### src/dcsr_pkg.sv
package dcsr_pkg;
  // ----------------------------------------
  // Frame and result layout
  // ----------------------------------------
  localparam int unsigned FRAME_BITS  = 16;   // Serial clocks per frame
  localparam int unsigned RESULT_BITS = 14;   // Converter code width
  localparam int unsigned PAD_BITS    = FRAME_BITS - RESULT_BITS;
  localparam int unsigned BIT_CNT_W   = 5;    // Counts 0..16
  localparam logic [BIT_CNT_W-1:0] BIT_CNT_RST = 5'h00;
  localparam logic [RESULT_BITS-1:0] RESULT_RST = 14'h0000;

  // ----------------------------------------
  // Channel codes
  // ----------------------------------------
  localparam logic CHAN0 = 1'b0;
  localparam logic CHAN1 = 1'b1;

  // ----------------------------------------
  // Types
  // ----------------------------------------
  typedef enum logic [1:0] {
    DCSR_IDLE,
    DCSR_SHIFT,
    DCSR_DONE
  } dcsr_state_t;

  // Pin group seen by the device after synchronising
  typedef struct packed {
    logic cs_n;
    logic sclk;
    logic chan_sel;
    logic pd_req;
  } dcsr_pins_t;

  // Reset pattern equals the idle pins: chip select high, clock and levels low
  localparam dcsr_pins_t PINS_RST = 4'h8;

  // Serial data output pin as level and enable
  typedef struct packed {
    logic dout;
    logic dout_oe;
  } dcsr_sdo_t;
endpackage : dcsr_pkg

### src/dcsr_sync.sv
`timescale 1ns/100ps
// ----------------------------------------
// Two-flop synchroniser, one per bit
// ----------------------------------------
module dcsr_sync
  import dcsr_pkg::*;
#(
  parameter int unsigned WIDTH = 4,
  parameter logic [WIDTH-1:0] RST_VAL = '0
) (
  input  wire logic             clk,     // System clock
  input  wire logic             arst_n,  // Async reset
  input  wire logic [WIDTH-1:0] d,       // Asynchronous inputs
  output logic      [WIDTH-1:0] q        // Synchronised outputs
);
  logic [WIDTH-1:0] meta;

  // First stage is read only by the second stage
  always_ff @(posedge clk or negedge arst_n) begin
    if (!arst_n) begin
      meta <= RST_VAL;
      q    <= RST_VAL;
    end else begin
      meta <= d;
      q    <= meta;
    end
  end
endmodule : dcsr_sync

### src/dcsr_readout.sv
`timescale 1ns/100ps
// Behaviour
// - One frame is sixteen serial clocks with chip select held low.
// - Each result is a 14-bit code from the converter.
// - Two-way mux routes one channel to the single converter's sample-hold.
// - Channel select low converts channel 0, high converts channel 1.
// - Power-down request sampled at chip select rise; high enters power-down.
// - Chip select active low; frame starts on fall, ends on rise.
// - Each output bit after the leading zero is launched on a serial clock falling edge.
// - Serial data output goes high-impedance when chip select is high.
module dcsr_readout
  import dcsr_pkg::*;
#(
  parameter int unsigned RES_W = RESULT_BITS
) (
  input  wire logic             clk,            // 25 MHz system clock
  input  wire logic             arst_n,         // Async reset, active low
  input  wire logic             cs_n,           // Chip select pin, active low
  input  wire logic             sclk,           // Serial clock pin
  input  wire logic             input_channel_select, // Channel select pin
  input  wire logic             power_down_request,   // Power-down pin
  input  wire logic [RES_W-1:0] chan0_code,     // Converter code, channel 0
  input  wire logic [RES_W-1:0] chan1_code,     // Converter code, channel 1
  output logic                  sdo_out,        // Serial data output level
  output logic                  sdo_oe,         // Serial data output enable
  output logic                  chan_route,     // Mux select to analog front end
  output logic                  sample_hold,    // Sample-and-hold strobe, level
  output logic                  power_down,     // Power-down state
  output logic                  frame_active,   // Frame in progress
  output logic [RES_W-1:0]      last_result     // Last captured code
);
  // ----------------------------------------
  // Pin synchronisation
  // ----------------------------------------
  dcsr_pins_t pins_raw;
  dcsr_pins_t pins;
  dcsr_pins_t pins_d;

  assign pins_raw = '{cs_n: cs_n, sclk: sclk, chan_sel: input_channel_select,
                      pd_req: power_down_request};

  // Idle reset pattern, so no false clock edge is seen right after reset
  dcsr_sync #(.WIDTH(4), .RST_VAL(PINS_RST)) u_sync (
    .clk    (clk),
    .arst_n (arst_n),
    .d      (pins_raw),
    .q      (pins)
  );

  // Delayed copy for edge detection on the synchronised pins
  always_ff @(posedge clk or negedge arst_n) begin
    if (!arst_n) pins_d <= PINS_RST;
    else         pins_d <= pins;
  end

  logic cs_fall, cs_rise, sclk_rise, sclk_fall;
  assign cs_fall   = pins_d.cs_n & ~pins.cs_n;   // Frame start
  assign cs_rise   = ~pins_d.cs_n & pins.cs_n;   // Frame end
  assign sclk_rise = ~pins_d.sclk & pins.sclk;
  assign sclk_fall = pins_d.sclk & ~pins.sclk;

  // ----------------------------------------
  // Frame state
  // ----------------------------------------
  dcsr_state_t state;
  logic [BIT_CNT_W-1:0] bit_cnt;
  logic [FRAME_BITS-1:0] shreg;

  // Frame sequencing; any rise of chip select aborts to idle
  always_ff @(posedge clk or negedge arst_n) begin
    if (!arst_n) begin
      state <= DCSR_IDLE;
    end else begin
      case (state)
        DCSR_IDLE:  if (cs_fall) state <= DCSR_SHIFT;
        DCSR_SHIFT: begin
          if (cs_rise) state <= DCSR_IDLE;
          else if (sclk_rise && bit_cnt == BIT_CNT_W'(FRAME_BITS - 1))
            state <= DCSR_DONE;
        end
        DCSR_DONE:  if (cs_rise) state <= DCSR_IDLE;
        default:    state <= DCSR_IDLE;
      endcase
    end
  end

  // Count serial clock rising edges within the frame
  always_ff @(posedge clk or negedge arst_n) begin
    if (!arst_n) bit_cnt <= BIT_CNT_RST;
    else if (cs_fall) bit_cnt <= BIT_CNT_RST;
    else if (state == DCSR_SHIFT && sclk_rise)
      bit_cnt <= bit_cnt + BIT_CNT_W'(1);
  end

  // ----------------------------------------
  // Channel mux and sample-hold
  // ----------------------------------------
  // Follows the pin while idle and during the settle window; frozen at first
  // serial clock rise so the mux is steady through conversion
  always_ff @(posedge clk or negedge arst_n) begin
    if (!arst_n) chan_route <= CHAN0;
    else if (state == DCSR_IDLE || (state == DCSR_SHIFT && bit_cnt == BIT_CNT_RST))
      chan_route <= pins.chan_sel ? CHAN1 : CHAN0;
  end

  // Tracking while idle, hold once the frame has started
  always_ff @(posedge clk or negedge arst_n) begin
    if (!arst_n) sample_hold <= 1'b0;
    else         sample_hold <= (state != DCSR_IDLE) && !cs_rise;
  end

  // Captured code, latched at the first serial clock rise from the routed channel
  logic [RES_W-1:0] next_code;
  assign next_code = (chan_route == CHAN1) ? chan1_code : chan0_code;

  always_ff @(posedge clk or negedge arst_n) begin
    if (!arst_n) last_result <= RESULT_RST;
    else if (state == DCSR_SHIFT && sclk_rise && bit_cnt == BIT_CNT_RST)
      last_result <= next_code;
  end

  // ----------------------------------------
  // Serial output
  // ----------------------------------------
  // The code enters the register at the first rise; bits leave on falls,
  // so a sample taken at the previous frame's data is never mixed in
  always_ff @(posedge clk or negedge arst_n) begin
    if (!arst_n) begin
      shreg <= '0;
    end else if (cs_fall) begin
      shreg <= '0;
    end else if (state == DCSR_SHIFT && sclk_rise && bit_cnt == BIT_CNT_RST) begin
      shreg <= {1'b0, next_code, {(PAD_BITS - 1){1'b0}}};
    end else if (state != DCSR_IDLE && sclk_fall) begin
      shreg <= {shreg[FRAME_BITS-2:0], 1'b0};
    end
  end

  // Bit 15 is the leading zero; code MSB appears after first falling edge
  always_ff @(posedge clk or negedge arst_n) begin
    if (!arst_n) sdo_out <= 1'b0;
    else if (state == DCSR_IDLE || cs_rise) sdo_out <= 1'b0;
    else if (sclk_fall) sdo_out <= shreg[FRAME_BITS-2];
  end

  // Output driven only while chip select is low
  always_ff @(posedge clk or negedge arst_n) begin
    if (!arst_n) sdo_oe <= 1'b0;
    else         sdo_oe <= ~pins.cs_n;
  end

  always_ff @(posedge clk or negedge arst_n) begin
    if (!arst_n) frame_active <= 1'b0;
    else         frame_active <= ~pins.cs_n;
  end

  // ----------------------------------------
  // Power-down
  // ----------------------------------------
  // Sampled only at chip select rise; a later frame end with the pin low wakes
  always_ff @(posedge clk or negedge arst_n) begin
    if (!arst_n) power_down <= 1'b0;
    else if (cs_rise) power_down <= pins.pd_req;
  end

  // ----------------------------------------
  // Checks
  // ----------------------------------------
  oe_follows_cs_a: assert property (@(posedge clk) disable iff (!arst_n)
    $rose(pins.cs_n) |=> !sdo_oe)
    else $error("output still driven after chip select rose");

  pd_capture_a: assert property (@(posedge clk) disable iff (!arst_n)
    cs_rise |=> power_down == $past(pins.pd_req))
    else $error("power-down not taken at chip select rise");

  pd_stable_a: assert property (@(posedge clk) disable iff (!arst_n)
    !cs_rise |=> $stable(power_down))
    else $error("power-down changed outside chip select rise");

  frame_start_a: assert property (@(posedge clk) disable iff (!arst_n)
    (state == DCSR_IDLE && cs_fall) |=> state == DCSR_SHIFT && bit_cnt == BIT_CNT_RST)
    else $error("frame did not start on chip select fall");

  frame_len_a: assert property (@(posedge clk) disable iff (!arst_n)
    (state == DCSR_SHIFT && !cs_rise && sclk_rise && bit_cnt == BIT_CNT_W'(FRAME_BITS - 1))
      |=> state == DCSR_DONE)
    else $error("frame did not close after sixteen clocks");

  count_cap_a: assert property (@(posedge clk) disable iff (!arst_n)
    bit_cnt <= BIT_CNT_W'(FRAME_BITS))
    else $error("bit counter beyond frame length");

  sdo_launch_a: assert property (@(posedge clk) disable iff (!arst_n)
    (state == DCSR_SHIFT && !sclk_fall && !cs_rise) |=> $stable(sdo_out))
    else $error("output bit changed without serial clock fall");

  msb_first_a: assert property (@(posedge clk) disable iff (!arst_n)
    (state == DCSR_SHIFT && sclk_rise && bit_cnt == BIT_CNT_RST && !cs_rise)
      |=> shreg[FRAME_BITS-2] == last_result[RES_W-1])
    else $error("code MSB not first after leading zero");

  chan_route_a: assert property (@(posedge clk) disable iff (!arst_n)
    (state == DCSR_IDLE) |=> chan_route == $past(pins.chan_sel))
    else $error("mux select does not follow channel pin");

  // The sample instant must take the channel that the mux was routing
  code_capture_a: assert property (@(posedge clk) disable iff (!arst_n)
    (state == DCSR_SHIFT && sclk_rise && bit_cnt == BIT_CNT_RST)
      |=> last_result == ($past(chan_route) ? $past(chan1_code) : $past(chan0_code)))
    else $error("result not taken from the routed channel");

  route_frozen_a: assert property (@(posedge clk) disable iff (!arst_n)
    (state == DCSR_SHIFT && bit_cnt != BIT_CNT_RST) |=> $stable(chan_route))
    else $error("mux select moved during conversion");

  hold_in_frame_a: assert property (@(posedge clk) disable iff (!arst_n)
    sample_hold |-> frame_active)
    else $error("sample-hold held outside a frame");
endmodule : dcsr_readout

### config.mk
export PLATFORM = sky130hd
export DESIGN_NAME = dcsr_readout
export DESIGN_NICKNAME = d
export VERILOG_FILES = /design/src/dcsr_pkg.sv /design/src/dcsr_sync.sv /design/src/dcsr_readout.sv
export SDC_FILE = /design/constraint.sdc
export NUM_CORES = 1
export LEC_CHECK = 0
export ABC_AREA = 1
export BUFFER_PORTS_ARGS = -buffer_cell sky130_fd_sc_hd__buf_2
export CAP_MARGIN = 20
export CORE_UTILIZATION = 30
export CTS_CLUSTER_DIAMETER = 200
export CTS_CLUSTER_SIZE = 16
export DETAILED_ROUTE_END_ITERATION = 10
export GPL_ROUTABILITY_DRIVEN = 1
export PLACE_DENSITY_LB_ADDON = 0.1
export SLEW_MARGIN = 10
export SYNTH_ARGS = -nofsm -noshare
export SYNTH_HDL_FRONTEND = slang
export SYNTH_SLANG_ARGS = --single-unit
### constraint.sdc
create_clock -name clk -period 1.45 [get_ports clk]
set_input_delay 0.145 -clock clk [delete_from_list [all_inputs] [get_ports clk]]
set_output_delay 0.145 -clock clk [all_outputs]
set_load 0.02 [all_outputs]
==> results.cfg <==
[worst_setup_path]
r2r_slack_ns = -0.05
cp_top_family = simple AND/OR/NAND/NOR gates
cp_slowest_cell = dfrtp_1
crit_fanout = 6
arrival_ns = 1.75
critPathLaunchType = register
required_ns = 1.70
end_kind = register
worstSetupPathType = register to register
worst_path_largest_cell_delay_ns = 0.39
cp_cell_sequence = inv_2, ha_4, nand2_4, nor2_4, nand2_4, a21oi_4, clkbuf_16, nand2_1, nand2_1
crit_buf_inv = 2

[routing]
drt-met1-wl_um = 2810
dr_wl_met3_um = 192
ant_nets = 0
route.met2.wl_um = 2330
routed_wl_um = 5390
dr.max_layer_used = met4
drtIter0Drc = 132
routedWlPerCell_um = 12.1
vias_per_cell = 4.34
firstDrtPassIters = 4
drc_errors = 0
vias = 1938

[hold_path]
hp-class = primary input to register

[floorplanning]
row_count = 31
initial_core_util_pct = 31.2
die_y_um = 89.2
pin_count = 54
core_mm2 = 0.00729
fp.dieW_um = 89.2
dieArea_mm2 = 0.00795

[synth]
syn_inst = 275
syn_nets = 312
syn-cell-area_mm2 = 0.00228
yosys.area.top_type_share_pct = 51.6
yosys.area.top_type = dfrtp_1
syn_avg_cell_area_um2 = 8.29
ys_types = 24
yosys-top-cells-area = dfrtp_1, nand2_1, nand3_1
synth-seq-cells = 50
ys_seq_area_share_pct = 55.1
ys_warn_count = 0

[timing]
finalHoldViolations = 0
timing.final.crit_period_ns = 1.50
maxSlewViolCount = 0
worst_pin_slew_ns = 0.350
setup_viol = 14
rsz0062_at_grt = true
skew_ns = 0.00960
fin_crit_sh_pct = 104
clock.fmax_mhz = 665
final.setup.tns_ns = -0.490
setup_slack_ns = -0.0540
slew_headroom_pct = 76.4
whs_ns = 0.212

[global_routing]
grt_overflow = 0
grt_pass1_wl_um = 8280
grt_pass1_vias = 1750
track_usage_pct = 13.9
antenna_found_initial = 0
grt_max_degree = 51

[pwr]
irDropWorstVdd_mv = 0.516
finalPower_mw = 4.02
p_leak_nw = 1.69
power_density_mw_per_mm2 = 1300

[placement]
io_buffers = 53
placed_cell_area_mm2 = 0.00279
place.gp.congestion = 0.750
place_ws_ns = -0.0385
hpwl_um = 3550
dpl.cell_count = 430

[flow_run]
cap_violations = 0

[final_layout]
final_area_mm2 = 0.00309
layout-area-overhead-vs-synth_pct = 35.7
drive_above_1_share_pct = 32.5
diodes = 0
final_cells = 447
fin_util_pct = 42.4
nNetsFinal = 384

[status]
outcome = complete, but fails checks
violations = setup timing

[clock_tree]
numCtsBuffers = 5
cts_num_sinks = 50
htreeDepth = 2
clkTransAtPathRegs_ns = 0.09
root_buffer = clkbuf_8
tritoncts = built
clock_latency_ns = 0.30
cts_buffer_depth = 2
==> report_power, final <==
| part | switching, mW | internal [mW] |
|---|---|---|
| Clock | 0.462 | 0.438 |
| Combinational | 0.796 | 0.512 |
| Sequential | 0.154 | 1.66 |
| Total | 1.41 | 2.61 |
==> registers in the layout, summed over array words and instances, names as in the netlist <==
name         count
power_down       1
state            2
chan_route       1
u_sync.q         4
pins_d           2
last_result     14
bit_cnt          5
sample_hold      1
sdo_oe           1
u_sync.meta      4
shreg           14
sdo_out          1
==> worst register-to-register path: stages (launching register included) <==
cell and delay [ns]:
dfrtp_1 0.39, inv_2 0.08, ha_4 0.14, nand2_4 0.05, nor2_4 0.16, nand2_4 0.11, a21oi_4 0.24, clkbuf_16 0.19
nand2_1 0.05, nand2_1 0.05
==> routing by layer <==
| layer | global-route usage (%) | up-vias |
|---|---|---|
| met1 | 19.5 | 881 |
| met3 | 3.05 | 6 |
| li1 | - | 1008 |
| met5 | 0 | - |
| met2 | 21.2 | 43 |
| met4 | 5.05 | 0 |
==> worst paths after layout <==
kind,from,cells past startpoint,endpoint
max reg2reg,bit_cnt[1],9,shreg[6]
min reg2reg,u_sync.meta[0],0,u_sync.q[0]
min in group asynchronous,arst_n,3,u_sync.q[0]
max,bit_cnt[1],9,shreg[6]
min,chan1_code[5],5,last_result[5]
max in group asynchronous,arst_n,3,u_sync.meta[3]
==> what timing repair did <==
action,in CTS,in global routing
setup buffers,0,2
setup endpoints to repair,14,16
hold endpoints to repair,51,0
pin swaps,1,7
resized for setup,2,23
gates cloned,0,2
hold buffers,5,0
==> cell usage in the layout, fill, tap and decap left out, drive strengths merged <==
cell type,synthesis,final
dfrtp,47,47
dfstp,3,3
nand4,1,1
dlygate4sd3,0,5
ha,3,3
nand2,105,105
clkinv,0,1
o22ai,1,1
nand3,31,31
o2111ai,1,1
clkbuf,1,9
nor3,1,1
mux2,1,1
buf,12,71
a21oi,3,3
o21ai,23,23
inv,27,27
o31ai,2,2
nor2,13,13
==> area by class of cell <==
class | instances | area, um2
multi-input cells | 185 | 927
flip-flops and latches | 50 | 1250
fillers | 786 | 4200
inverters | 27 | 101
repair buffers | 78 | 579
clock buffers | 7 | 96.3
clock inverters | 1 | 8.76
well taps | 99 | 124
==> cell families after synthesis <==
logic type	after synthesis	synth area share, %
buf+inv	40	7.63
mux	1	0.494
simple gates	151	27.6
fa+ha+maj	3	1.65
flops	50	55.1
compound gates	30	7.52
==> cells in the mapped netlist <==
cell type	number
buf_6	1
mux2_2	1
buf_4	1
o21ai_0	23
o22ai_1	1
nand2_2	3
inv_1	24
nand4_1	1
nand3_1	31
dfstp_2	3
inv_2	3
clkbuf_1	1
a21oi_4	1
nor2_4	1
o2111ai_1	1
o31ai_1	2
nand2_1	102
nor2_1	10
buf_2	10
ha_1	3
nor2_2	2
nor3_1	1
a21oi_1	2
dfrtp_1	47
Power figures use the tool's default switching activity.
